<file path="config.mk">
export PLATFORM = sky130hd
export DESIGN_NAME = interrupt_priority_resolver
export DESIGN_NICKNAME = d
export VERILOG_FILES = /design/src/irq_pkg.sv /design/src/interrupt_priority_resolver.sv /design/src/priority_pick.sv
export VERILOG_INCLUDE_DIRS = /design/src
export SDC_FILE = /design/constraint.sdc
export NUM_CORES = 1
export LEC_CHECK = 0
export ABC_AREA = 1
export BUFFER_PORTS_ARGS = -buffer_cell sky130_fd_sc_hd__buf_2
export CORE_MARGIN = 4
export CORE_UTILIZATION = 44
export DETAILED_ROUTE_END_ITERATION = 10
export PLACE_DENSITY = 0.86
export RECOVER_POWER = 25
export SLEW_MARGIN = 0
export SYNTH_ARGS = -nofsm -noshare
export SYNTH_HDL_FRONTEND = slang
export SYNTH_SLANG_ARGS = --single-unit
export TNS_END_PERCENT = 5
</file>
<file path="constraint.sdc">
create_clock -name ref_clk_i -period 12.9 [get_ports ref_clk_i]
set_input_delay 1.935 -clock ref_clk_i [delete_from_list [all_inputs] [get_ports ref_clk_i]]
set_output_delay 1.935 -clock ref_clk_i [all_outputs]
set_load 0.02 [all_outputs]
</file>
<file path="src/irq_defines.svh">
`ifndef IRQ_DEFINES_SVH
`define IRQ_DEFINES_SVH

// ==========================================================================
// Sizes of the interrupt structure.
// ==========================================================================
`define NUM_VEC       14
`define NUM_NMI_SRC   6
`define VEC_W         4
`define LVL_W         2
`define NUM_LVL       4
`define CFG_W         8

// ==========================================================================
// Vector indices; the index is also the polling position minus one.
// ==========================================================================
`define VEC_EXT0      4'h0
`define VEC_TMR0      4'h1
`define VEC_EXT1      4'h2
`define VEC_TMR1      4'h3
`define VEC_UART      4'h4
`define VEC_SHARED6   4'h5
`define VEC_ADC       4'h6
`define VEC_SYNC_SERIAL 4'h7
`define VEC_SHARED9   4'h8
`define VEC_SHARED10  4'h9
`define VEC_NODE0     4'hA
`define VEC_NODE3     4'hD

// ==========================================================================
// Level grouping and codes.
// ==========================================================================
`define GROUP_A_SIZE  4'h7
`define NMI_SLOT      4
`define TOP_LVL       2'h3
`define NMI_VEC       4'hE
`define ALL_LVL_MASK  4'hF

`endif

</file>
<file path="src/irq_pkg.sv">
`include "irq_defines.svh"

package irq_pkg;

  typedef logic [`NUM_VEC-1:0] vec_mask_t;
  typedef logic [`VEC_W-1:0]   vec_idx_t;
  typedef logic [`LVL_W-1:0]   lvl_t;
  typedef logic [`NUM_LVL:0]   serv_t;

  // Two pairs of priority bytes; pair a covers vectors 0 to 6, pair b 7 to 13.
  typedef struct packed {
    logic [`CFG_W-1:0] prio_low_bits_a;
    logic [`CFG_W-1:0] prio_high_bits_a;
    logic [`CFG_W-1:0] prio_low_bits_b;
    logic [`CFG_W-1:0] prio_high_bits_b;
  } prio_cfg_s;

  typedef struct packed {
    logic     valid;
    logic     nmi;
    vec_idx_t vec;
    lvl_t     lvl;
  } pick_s;

  typedef struct packed {
    vec_mask_t pend;
    logic      nmi_pend;
    serv_t     inserv;
    logic      req;
    logic      nmi;
    vec_idx_t  vec;
    lvl_t      lvl;
  } state_s;

  // Level of a maskable vector: the high bit comes from the high byte.
  function automatic lvl_t level_of(input prio_cfg_s c, input vec_idx_t i);
    vec_idx_t j;
    lvl_t     l;
    j = vec_idx_t'(i - `GROUP_A_SIZE);
    if (i < `GROUP_A_SIZE)
    begin
      l = {c.prio_high_bits_a[i[2:0]], c.prio_low_bits_a[i[2:0]]};
    end
    else
    begin
      l = {c.prio_high_bits_b[j[2:0]], c.prio_low_bits_b[j[2:0]]};
    end
    return l;
  endfunction

endpackage

</file>
<file path="src/interrupt_priority_resolver.sv">
`timescale 1ns/10ps
`include "irq_defines.svh"

// Contract
// - Each maskable vector gets one of four levels by software; NMI is not programmable.
// - NMI outranks every programmable level and any pending or active maskable interrupt; an active NMI handler holds off a new NMI.
// - Levels come from two register pairs: low/high for group a, group b.
// - A running handler is preempted by a request of strictly higher level.
// - No preemption by requests of equal or lower level than the active one.
// - A handler at the topmost level cannot be preempted by maskable sources.
// - Among simultaneous requests the highest level is serviced first.
// - Ties within a level are broken by a fixed polling order.
// - Polling positions 1-5: ext 0, timer 0, ext 1, timer 1, serial port.
// - Shared timer 2/divider/CAN/LIN vector sits at polling position six.
// - Shared ext 2/timer 21/serial 2/multiply/rotation vector sits at position nine.
// - Shared external 3 to 6 plus CAN vector sits at position ten.
// - Four capture/compare node-pointer vectors take positions eleven to fourteen.
// - One NMI vector with gated sources plus fourteen maskable vectors.
// - Each NMI source and each maskable vector has its own enable applied before arbitration.

// ==========================================================================
// Priority resolver between interrupt sources and the core.
// ==========================================================================
module interrupt_priority_resolver (
  // Clock and reset
  input  wire logic               ref_clk_i,
  input  wire logic               rst_n_i,
  // Non-maskable sources and their enables
  input  wire logic [`NUM_NMI_SRC-1:0] nmi_src_i,
  input  wire logic [`NUM_NMI_SRC-1:0] nmi_en_i,
  // Maskable vectors
  input  wire irq_pkg::vec_mask_t vec_req_i,
  input  wire irq_pkg::vec_mask_t vec_en_i,
  input  wire irq_pkg::vec_mask_t vec_clr_i,
  input  wire irq_pkg::prio_cfg_s prio_cfg_i,
  // Core handshake
  input  wire logic               ack_i,
  input  wire logic               ret_i,
  // Request to the core
  output logic                    irq_req_o,
  output logic                    irq_nmi_o,
  output irq_pkg::vec_idx_t       irq_vec_o,
  output irq_pkg::lvl_t           irq_lvl_o,
  // Status
  output irq_pkg::serv_t          in_service_o,
  output irq_pkg::vec_mask_t      pending_o
);

  irq_pkg::state_s    s_ff;
  irq_pkg::state_s    nxt_s;
  irq_pkg::pick_s     pick;
  irq_pkg::vec_mask_t cand;
  irq_pkg::vec_mask_t ack_mask;
  logic               nmi_set;
  logic               ack_take;
  logic               allowed;
  logic               higher_lvl;
  logic               earlier_same;

  // ========================================================================
  // Arbitration.
  // ========================================================================
  assign cand     = s_ff.pend & vec_en_i;
  assign nmi_set  = |(nmi_src_i & nmi_en_i);
  assign ack_take = s_ff.req && ack_i;
  assign ack_mask = irq_pkg::vec_mask_t'(ack_take && !s_ff.nmi) << s_ff.vec;

  priority_pick u_pick (
    .nmi_i  (s_ff.nmi_pend),
    .cand_i (cand),
    .cfg_i  (prio_cfg_i),
    .pick_o (pick)
  );

  always_comb
  begin
    if (pick.nmi)
    begin
      allowed = !s_ff.inserv[`NMI_SLOT];
    end
    else
    begin
      // Any handler at the same or a higher level blocks the candidate.
      allowed = !s_ff.inserv[`NMI_SLOT] &&
                ((s_ff.inserv[`NUM_LVL-1:0] & (`ALL_LVL_MASK << pick.lvl)) == 4'h0);
    end
  end

  // ========================================================================
  // Next state.
  // ========================================================================
  always_comb
  begin
    nxt_s = s_ff;
    if (ret_i)
    begin
      // The return ends the innermost handler, which is the highest in service.
      for (int l = 0; l <= `NMI_SLOT; l++)
      begin
        if (s_ff.inserv[l] && ((s_ff.inserv >> l) == irq_pkg::serv_t'(1)))
        begin
          nxt_s.inserv[l] = 1'b0;
        end
      end
    end
    if (ack_take)
    begin
      if (s_ff.nmi)
      begin
        nxt_s.nmi_pend          = 1'b0;
        nxt_s.inserv[`NMI_SLOT] = 1'b1;
      end
      else
      begin
        nxt_s.inserv[s_ff.lvl] = 1'b1;
      end
    end
    nxt_s.pend     = (s_ff.pend & ~vec_clr_i & ~ack_mask) | vec_req_i;
    nxt_s.nmi_pend = nxt_s.nmi_pend | nmi_set;
    nxt_s.req      = pick.valid && allowed && !ack_take;
    nxt_s.nmi      = pick.nmi;
    nxt_s.vec      = pick.vec;
    nxt_s.lvl      = pick.lvl;
  end

  always_ff @(posedge ref_clk_i)
  begin
    if (!rst_n_i)
    begin
      s_ff <= '0;
    end
    else
    begin
      s_ff <= nxt_s;
    end
  end

  assign irq_req_o    = s_ff.req;
  assign irq_nmi_o    = s_ff.nmi;
  assign irq_vec_o    = s_ff.vec;
  assign irq_lvl_o    = s_ff.lvl;
  assign in_service_o = s_ff.inserv;
  assign pending_o    = s_ff.pend;

  // ========================================================================
  // Checks.
  // ========================================================================
  always_comb
  begin
    higher_lvl   = 1'b0;
    earlier_same = 1'b0;
    for (int i = 0; i < `NUM_VEC; i++)
    begin
      if (cand[i] && pick.valid && !pick.nmi)
      begin
        if (irq_pkg::level_of(prio_cfg_i, irq_pkg::vec_idx_t'(i)) > pick.lvl)
        begin
          higher_lvl = 1'b1;
        end
        if (irq_pkg::level_of(prio_cfg_i, irq_pkg::vec_idx_t'(i)) == pick.lvl &&
            irq_pkg::vec_idx_t'(i) < pick.vec)
        begin
          earlier_same = 1'b1;
        end
      end
    end
  end
endmodule

</file>
<file path="src/priority_pick.sv">
`timescale 1ns/10ps
`include "irq_defines.svh"

// ==========================================================================
// Combinational winner selection among requests that may be serviced.
// ==========================================================================
module priority_pick (
  // Candidates
  input  wire logic              nmi_i,
  input  wire irq_pkg::vec_mask_t cand_i,
  input  wire irq_pkg::prio_cfg_s cfg_i,
  // Winner
  output irq_pkg::pick_s          pick_o
);

  irq_pkg::lvl_t lv;

  always_comb
  begin
    pick_o = '0;
    lv     = '0;
    // Walking down means a tie at the same level goes to the lower index.
    for (int i = `NUM_VEC - 1; i >= 0; i--)
    begin
      lv = irq_pkg::level_of(cfg_i, irq_pkg::vec_idx_t'(i));
      if (cand_i[i] && (!pick_o.valid || lv >= pick_o.lvl))
      begin
        pick_o.valid = 1'b1;
        pick_o.vec   = irq_pkg::vec_idx_t'(i);
        pick_o.lvl   = lv;
      end
    end
    if (nmi_i)
    begin
      pick_o.valid = 1'b1;
      pick_o.nmi   = 1'b1;
      pick_o.vec   = `NMI_VEC;
      pick_o.lvl   = `TOP_LVL;
    end
  end

endmodule

</file>
==> flow_summary.json, run 1 <==
{
  "yosysTopAreaCell": "dfxtp_1",
  "drcViolationCount": 0,
  "core_area_um2": 5642,
  "grt_use_total": 0.2867,
  "first_iter_violations": 344,
  "root_buffer": "clkbuf_8",
  "crit_path_max_incr_delay_ps": 390,
  "clk_latency_ps": 290,
  "first_pass_iters": 6,
  "worstPathRequired_ps": 13090,
  "layout-area-overhead-vs-synth_pct": 76.21,
  "grt_overflow": 0,
  "setup_ws_ps": -967.4,
  "grt_pass1_vias": 3926,
  "synth_flop_cell": "dfxtp_1",
  "fmax_ghz": 0.07211,
  "post-dp-hpwl_um": 7025,
  "postPlaceCellArea_um2": 3685,
  "wirelength_um": 12500,
  "synth_cell_types": 33,
  "setup_tns_ps": -5882,
  "async_flop_share": 0,
  "rows": 27,
  "dieHeight_um": 85.32,
  "port_buffers": 112,
  "skew_ps": 6.482,
  "clk_pin_slew_ps": 120,
  "violations": "negative setup slack",
  "vdd.ir_drop.worst_mv": 0.07139,
  "status": "complete, but fails checks",
  "worstPathArrival_ps": 14050,
  "die-area_um2": 7279,
  "rsz0062_at_grt": "yes",
  "synth_top_area_frac": 0.2131,
  "die_w_um": 85.32,
  "synth_seq_area_share": 0.2131,
  "numClockSinks": 28,
  "start_util": 0.4662,
  "design_area_um2": 4634,
  "power.internal_uw": 249.4,
  "drv_slew": 0,
  "wire_per_inst_um": 17.43,
  "path_max_fanout": 4,
  "ys_top_cells_by_area": "dfxtp_1, inv_1, nand2_1",
  "critPathLaunchType": "input port",
  "power_frac_seq": 0.250,
  "pre_cts_slack_ps": -1185,
  "vias_per_cell": 5.547,
  "p_sw_frac": 0.3946,
  "period_needed_ps": 13870,
  "grt_pass1_wl_um": 17170,
  "vias": 3977,
  "layout-drive-gt1-share": 0.5395,
  "cts_buffers": 3,
  "nNetsFinal": 757,
  "leakage_nw": 2.627,
  "grt_max_degree": 24,
  "crit_path_top_delay_cell": "or3b_4",
  "cpMostUsedCell": "nand2_2",
  "gp_congestion": 0.9004,
  "synth-seq-cells": 28,
  "final_core_utilization": 0.8215,
  "worstHoldPathType": "flop to flop",
  "synth_edf_count": 0,
  "synth.avg_cell_area_um2": 6.353,
  "nFillCells": 317,
  "crit_type": "input port to flop",
  "cts_tree": "done",
  "slew_headroom": 0.4610,
  "ctsHtreeMaxLevel": 1,
  "antenna_cells": 0,
  "endpoint_kind": "flop",
  "max_cap_violations": 0,
  "comb_power_share": 0.565,
  "hold_viol_final": 0,
  "ant_nets": 0,
  "yosysWarnings": 0,
  "syn-num-nets": 525,
  "syn_inst": 414,
  "power_density_nw_per_um2": 88.89,
  "p_clk_frac": 0.184,
  "tightest_slew_ps": 807.6,
  "ioPinCount": 117,
  "antenna_found_initial": 0,
  "period_share": 1.075,
  "finalSetupViolations": 7,
  "p_switching_uw": 162.6,
  "clockBufferDepth": 2,
  "synthesis.area_um2": 2630
}
final timing paths:
kind,startpoint,endpoint,depth (start not counted),slack (ps)
max,vec_en_i[13],irq_vec_o[3]$_SDFF_PN0_,100,-970
min,in_service_o[1]$_SDFF_PN0_,in_service_o[1]$_SDFF_PN0_,2,510
max reg2reg,pending_o[13]$_SDFF_PN0_,irq_vec_o[3]$_SDFF_PN0_,98,230
min reg2reg,in_service_o[1]$_SDFF_PN0_,in_service_o[1]$_SDFF_PN0_,2,510
timing repair:
action / 4_1_cts / 5_1_grt
pin swaps: 62 / 79
buffers inserted: 55 / 16
setup endpoints to repair: 7 / 7
hold buffers: 0 / 0
resized for setup: 43 / 48
routing by layer:
metal	up-vias	track usage	part of all wire
met4	0	0.1540	0.078
met3	117	0.03786	0.087
li1	1784	-	-
met2	284	0.5473	0.51
met1	1792	0.2985	0.32
met5	-	0	0
power groups by stage:
stage / Sequential, mW / Combinational, mW / Clock [mW]
2_1_floorplan: 0.108 / 0.0801 / 0
3_3_place_gp: 0.103 / 0.138 / 0
3_5_place_dp: 0.104 / 0.146 / 0
4_1_cts: 0.102 / 0.191 / 0.0735
5_1_grt: 0.104 / 0.249 / 0.0786
6_report: 0.103 / 0.233 / 0.0760
worst max-delay path, delay by kind of cell:
family / cells / cell delay, ps
simple gates: 51 / 5390
fa+ha+maj: 13 / 3380
compound gates: 22 / 2440
buf+inv: 14 / 910
logic make-up (layout without fill, tap and decap cells):
kind of cell | Yosys count | after routing | share of synthesized area
AND/OR/NAND/NOR | 182 | 182 | 0.3630
buffers and inverters | 113 | 344 | 0.1613
AO/OA/AOI/OAI | 70 | 70 | 0.1627
flip-flops | 28 | 28 | 0.2131
adder cells (fa/ha/maj) | 21 | 21 | 0.09990
cell usage after synthesis (all sizes together) (2+ instances only):
library cell / n
nand3b: 4
nand3: 48
inv: 110
o21ai: 19
nand2: 94
and2: 6
or2: 4
ha: 21
o21a: 2
clkbuf: 3
dfxtp: 28
o211ai: 5
nor3: 4
o31ai: 2
nor2: 18
a21oi: 28
o311ai: 9
cell type report:
cell class	instances	area, um^2	area share
Timing Repair Buffer	230	1466	0.3164
Clock buffer	3	41.29	0.008909
Multi-Input combinational cell	273	2031	0.4382
Clock inverter	1	30.03	0.006479
Sequential cell	28	560.5	0.1210
Tap cell	72	90.09	0.01944
Inverter	110	415.4	0.08963
layout by cell type (no fill, tap or decap), types with 9 or more instances in the layout:
cell type,n
buf_4,113
buf_2,104
inv_1,94
nand2_1,51
nand2_2,30
dfxtp_1,28
nand3_1,27
a21oi_1,20
nand3_2,18
inv_2,15
nor2_1,14
ha_1,13
nand2_4,12
o21ai_2,11
o311ai_0,9
stage by stage:
step	hold slack, ps	total power [mW]	std cells
after global placement	482.1	0.2413	645
after floorplan	442.8	0.1884	414
after CTS	509.4	0.3663	704
final	515.0	0.4120	717
after global routing	538.3	0.4309	717
after detailed placement	494.9	0.2494	645
flip-flops by register name (all words and copies together), names as in the netlist:
name,cells
irq_lvl_o,2
in_service_o,5
irq_req_o,1
irq_vec_o,4
irq_nmi_o,1
pending_o,14
s_ff,1
Power figures use the tool's default switching activity.
==> run 2, diff against run 1 <==
- CORE_UTILIZATION: 44 -> 45
- PLACE_DENSITY: 0.86 -> 0.85
- clock period: 12.9 -> 13.72 ns (I/O delays scaled with it)
==> run 2 against run 1 <==
The flow still finishes with violations (negative setup slack). Cell area down 2.6%. First-iteration DRC count down 40%. Largest power group unchanged. Sequential share of layout area up 0.33 points. Critical path type unchanged. Worst setup slack better by 950 ps. Sequential power down 7%. Clock power down 34%. Highest routed layer unchanged. Critical endpoint is now irq_req_o$_SDFF_PN0_. Clock skew down 3.0 ps. Clock-buffer cell count up 1.
==> flow_summary.json, run 2 (synthesis results as in run 1) <==
{
  "crit_path_top_delay_cell": "or3b_4",
  "clk_latency_ps": 270,
  "slew_headroom": 0.4609,
  "clk_pin_slew_ps": 90,
  "nNetsFinal": 727,
  "start_util": 0.4718,
  "period_share": 1.001,
  "endpoint_kind": "flop",
  "period_needed_ps": 13740,
  "drv_slew": 0,
  "cts_tree": "done",
  "drcViolationCount": 0,
  "wirelength_um": 10520,
  "postPlaceCellArea_um2": 3615,
  "grt_overflow": 0,
  "die_w_um": 84.45,
  "die-area_um2": 7132,
  "skew_ps": 3.499,
  "violations": "negative setup slack",
  "fin_cells": 687,
  "layout_commonest_cell": "buf_2",
  "path_max_fanout": 5,
  "ant_nets": 0,
  "tightest_slew_ps": 807.8,
  "final_core_utilization": 0.8094,
  "finalPower_uw": 348.1,
  "cts_buffers": 3,
  "fmax_ghz": 0.07280,
  "gp_congestion": 0.8951,
  "rsz0062_at_grt": "yes",
  "grt_pass1_vias": 3388,
  "setup_tns_ps": -15.40,
  "grt_max_degree": 24,
  "first_iter_violations": 207,
  "antenna_cells": 0,
  "critPathLaunchType": "input port",
  "worstHoldPathType": "flop to flop",
  "leakage_nw": 2.508,
  "dieHeight_um": 84.45,
  "layout-area-overhead-vs-synth_pct": 71.55,
  "ctsHtreeMaxLevel": 1,
  "post-dp-hpwl_um": 6707,
  "numClockSinks": 28,
  "status": "complete, but fails checks",
  "grt_pass1_wl_um": 14150,
  "vias_per_cell": 5.335,
  "hold_buffers": 0,
  "core_area_um2": 5574,
  "antenna_found_initial": 0,
  "crit_path_max_incr_delay_ps": 400,
  "power_density_nw_per_um2": 77.15,
  "layout-drive-gt1-share": 0.5512,
  "rows": 27,
  "worstPathRequired_ps": 13890,
  "vias": 3665,
  "final_cell_mix": "buf_2, inv_1, buf_4",
  "largest_reg_flops": 14,
  "clockBufferDepth": 2,
  "max_cap_violations": 0,
  "design_area_um2": 4512,
  "first_pass_iters": 5,
  "hold_viol_final": 0,
  "grt_use_total": 0.2344,
  "ioPinCount": 117,
  "port_buffers": 112,
  "dp_cells": 641,
  "cpMostUsedCell": "nand2_2",
  "wire_per_inst_um": 15.31,
  "worstPathArrival_ps": 13910,
  "vdd.ir_drop.worst_mv": 0.06286,
  "nFillCells": 332,
  "setup_ws_ps": -15.40,
  "root_buffer": "clkbuf_8",
  "finalSetupViolations": 1,
  "crit_type": "input port to flop"
}
run 2: final timing paths:
| kind | endpoint | slack (ps) | startpoint | cells after the start |
|---|---|---|---|---|
| max reg2reg | irq_req_o$_SDFF_PN0_ | 1320 | pending_o[13]$_SDFF_PN0_ | 106 |
| min reg2reg | in_service_o[1]$_SDFF_PN0_ | 500 | in_service_o[1]$_SDFF_PN0_ | 2 |
| min | in_service_o[1]$_SDFF_PN0_ | 500 | in_service_o[1]$_SDFF_PN0_ | 2 |
| max | irq_req_o$_SDFF_PN0_ | -20 | vec_en_i[13] | 107 |
run 2: critical path: cells and delay by family:
kind | cells | cell delay (ps)
AO/OA/AOI/OAI | 21 | 1950
adder cells (fa/ha/maj) | 13 | 3330
buffers and inverters | 17 | 1110
AND/OR/NAND/NOR | 56 | 5430
run 2: through the flow:
stage	hold WS, ps	setup slack, ps
after global placement	480.8	-365.8
after CTS	500.9	12.82
after global routing	542.8	-684.3
after floorplan	444.8	93.39
after detailed placement	489.5	-943.7
final	498.5	-15.40
run 2: routing by layer:
metal / vias to the layer above / GRT usage / share of wire
li1: 1738 / - / -
met1: 1672 / 0.2597 / 0.35
met2: 190 / 0.4505 / 0.53
met3: 65 / 0.02846 / 0.059
met4: 0 / 0.08921 / 0.062
met5: - / 0 / 0
run 2: layout make-up:
cell class                      count  area (um^2)  share of cell area
Tap cell                           72        90.09             0.01997
Sequential cell                    28        560.5              0.1242
Clock buffer                        4        55.05             0.01220
Inverter                          110        422.9             0.09373
Multi-Input combinational cell    273         2141              0.4745
Timing Repair Buffer              200         1242              0.2754
run 2: power by group:
| part | internal (mW) | total [mW] | leakage [nW] | switching, mW |
|---|---|---|---|---|
| clock | 0.0256 | 0.0499 | 0.0288 | 0.0243 |
| sequential | 0.0877 | 0.0962 | 0.233 | 0.00856 |
| combinational | 0.0982 | 0.202 | 2.25 | 0.104 |
| total | 0.212 | 0.348 | 2.51 | 0.137 |
run 2: timing repair:
action | 4_1_cts | 5_1_grt
gates cloned | 0 | 0
resized for setup | 38 | 99
buffers inserted | 29 | 15
pin swaps | 44 | 84
setup endpoints to repair | 7 | 7
==> run 3, diff against run 2 <==
- clock period: 13.72 -> 16.3 ns (I/O delays scaled with it)
==> run 3 against run 2 <==
The flow now finishes without violations. Combinational power decreased by 52%. Core utilization decreased by 20 points. Cell count decreased by 12%. Sequential power decreased by 16%. Cell area decreased by 25%. Clock skew increased by 5.5 ps. Critical path depth decreased by 2. Global-route usage decreased by 2.9 points. Worst setup slack improved by 1200 ps. Register-to-register slack improved by 1700 ps. Hold slack improved by 13 ps. Largest power group unchanged. Highest routed layer unchanged.
==> flow_summary.json, run 3 (synthesis results as in run 1) <==
{
  "status": "complete, no violations",
  "drv_slew": 0,
  "wire_per_inst_um": 12.61,
  "period_share": 0.9249,
  "grt_use_total": 0.2053,
  "grt_pass1_wl_um": 12440,
  "setup_ws_ps": 1224,
  "core_area_um2": 5574,
  "crit_type": "input port to flop",
  "final_cell_mix": "inv_1, buf_2, nand2_1",
  "endpoint_kind": "flop",
  "drcViolationCount": 0,
  "period_needed_ps": 15080,
  "layout-area-overhead-vs-synth_pct": 28.50,
  "finalSetupViolations": 0,
  "port_buffers": 112,
  "antenna_cells": 0,
  "worstHoldPathType": "flop to flop",
  "worstPathRequired_ps": 16470,
  "nNetsFinal": 642,
  "first_pass_iters": 5,
  "leakage_nw": 2.033,
  "power_density_nw_per_um2": 68.84,
  "clk_pin_slew_ps": 90,
  "ioPinCount": 117,
  "hold_viol_final": 0,
  "die_w_um": 84.45,
  "pre_cts_slack_ps": 804.1,
  "ant_nets": 0,
  "critical_path.top_delay_family": "simple AND/OR/NAND/NOR gates",
  "cts_tree": "done",
  "final_core_utilization": 0.6063,
  "largest_reg_flops": 14,
  "crit_path_max_incr_delay_ps": 470,
  "crit_path_top_delay_cell": "or3b_2",
  "cts_buffers": 3,
  "gp_congestion": 0.8643,
  "antenna_found_initial": 0,
  "grt_pass1_vias": 2955,
  "tightest_slew_ps": 740.0,
  "rows": 27,
  "wirelength_um": 7591,
  "layout_commonest_cell": "inv_1",
  "worst-path-buf-inv": 15,
  "dieHeight_um": 84.45,
  "clk_latency_ps": 270,
  "vias_per_cell": 5.055,
  "slew_headroom": 0.5061,
  "ctsHtreeMaxLevel": 1,
  "first_iter_violations": 156,
  "fmax_ghz": 0.06633,
  "vias": 3043,
  "layout-drive-gt1-share": 0.3038,
  "post-dp-hpwl_um": 6321,
  "grt_max_degree": 24,
  "skew_ps": 8.976,
  "cpMostUsedCell": "nand2_1",
  "clockBufferDepth": 2,
  "worstPathArrival_ps": 15250,
  "grt_overflow": 0,
  "root_buffer": "clkbuf_8",
  "max_cap_violations": 0,
  "path_max_fanout": 7,
  "critPathLaunchType": "input port",
  "die-area_um2": 7132,
  "numClockSinks": 28,
  "vdd.ir_drop.worst_mv": 0.04616,
  "start_util": 0.4718
}
-- run 3: cell count changes in the layout (fill, tap and decap cells not counted), moves of 8 or more --
cell     change
o21ai_2     -11
ha_4        -11
nand2_1     +19
nand2_2      -9
ha_1        +11
nand2_4      -9
nand3_1     +10
o21ai_1      +8
inv_2       -14
buf_4       -82
inv_1       +18
-- run 3: through the flow --
| step | TNS (ps) | cells | power, mW | hold slack (ps) | area, um^2 |
|---|---|---|---|---|---|
| after CTS | 0 | 599 | 0.2302 | 505.3 | 3341 |
| after detailed placement | 0 | 595 | 0.1763 | 492.1 | 3269 |
| final | 0 | 602 | 0.2326 | 511.8 | 3379 |
| after global placement | 0 | 595 | 0.1715 | 486.4 | 3269 |
| after global routing | -107.2 | 602 | 0.2503 | 537.0 | 3379 |
| after floorplan | 0 | 414 | 0.1453 | 444.8 | 2630 |
-- run 3: power breakdown --
group / leakage [nW] / switching (mW) / internal, mW
Sequential: 0.233 / 0.00674 / 0.0738
Combinational: 1.76 / 0.0584 / 0.0393
Clock: 0.0357 / 0.0215 / 0.0329
Total: 2.03 / 0.0867 / 0.146
-- run 3: final timing paths --
| path | start | end | slack, ps | cells after the start |
|---|---|---|---|---|
| setup / recovery | vec_en_i[13] | irq_req_o$_SDFF_PN0_ | 1220 | 105 |
| hold / removal | in_service_o[1]$_SDFF_PN0_ | in_service_o[1]$_SDFF_PN0_ | 510 | 2 |
| setup reg to reg | pending_o[13]$_SDFF_PN0_ | irq_req_o$_SDFF_PN0_ | 3030 | 104 |
| hold reg to reg | in_service_o[1]$_SDFF_PN0_ | in_service_o[1]$_SDFF_PN0_ | 510 | 2 |
-- run 3: worst min-delay path, cell delays in order, from the launching register on --
cell and delay, ps:
dfxtp_1 340, nand2_1 70, a21oi_1 50
-- run 3: cell type report --
type | count | area [um^2]
Inverter | 110 | 412.9
Clock inverter | 1 | 30.03
Fill cell | 527 | 2195
Sequential cell | 28 | 560.5
Timing Repair Buffer | 115 | 574.3
Multi-Input combinational cell | 273 | 1670
Clock buffer | 3 | 41.29
Tap cell | 72 | 90.09
-- run 3: what timing repair did --
item	4_1_cts	5_1_grt
buffers inserted	0	3
gates resized for setup	0	10
hold buffers	0	0
endpoints found under the setup margin	0	7
-- run 3: routing by layer --
| metal | vias up | share of wire | global-route usage |
|---|---|---|---|
| met5 | - | 0 | 0 |
| met4 | 0 | 0.014 | 0.06187 |
| met3 | 12 | 0.052 | 0.02061 |
| met2 | 111 | 0.52 | 0.3945 |
| met1 | 1359 | 0.42 | 0.2370 |
| li1 | 1561 | - | - |
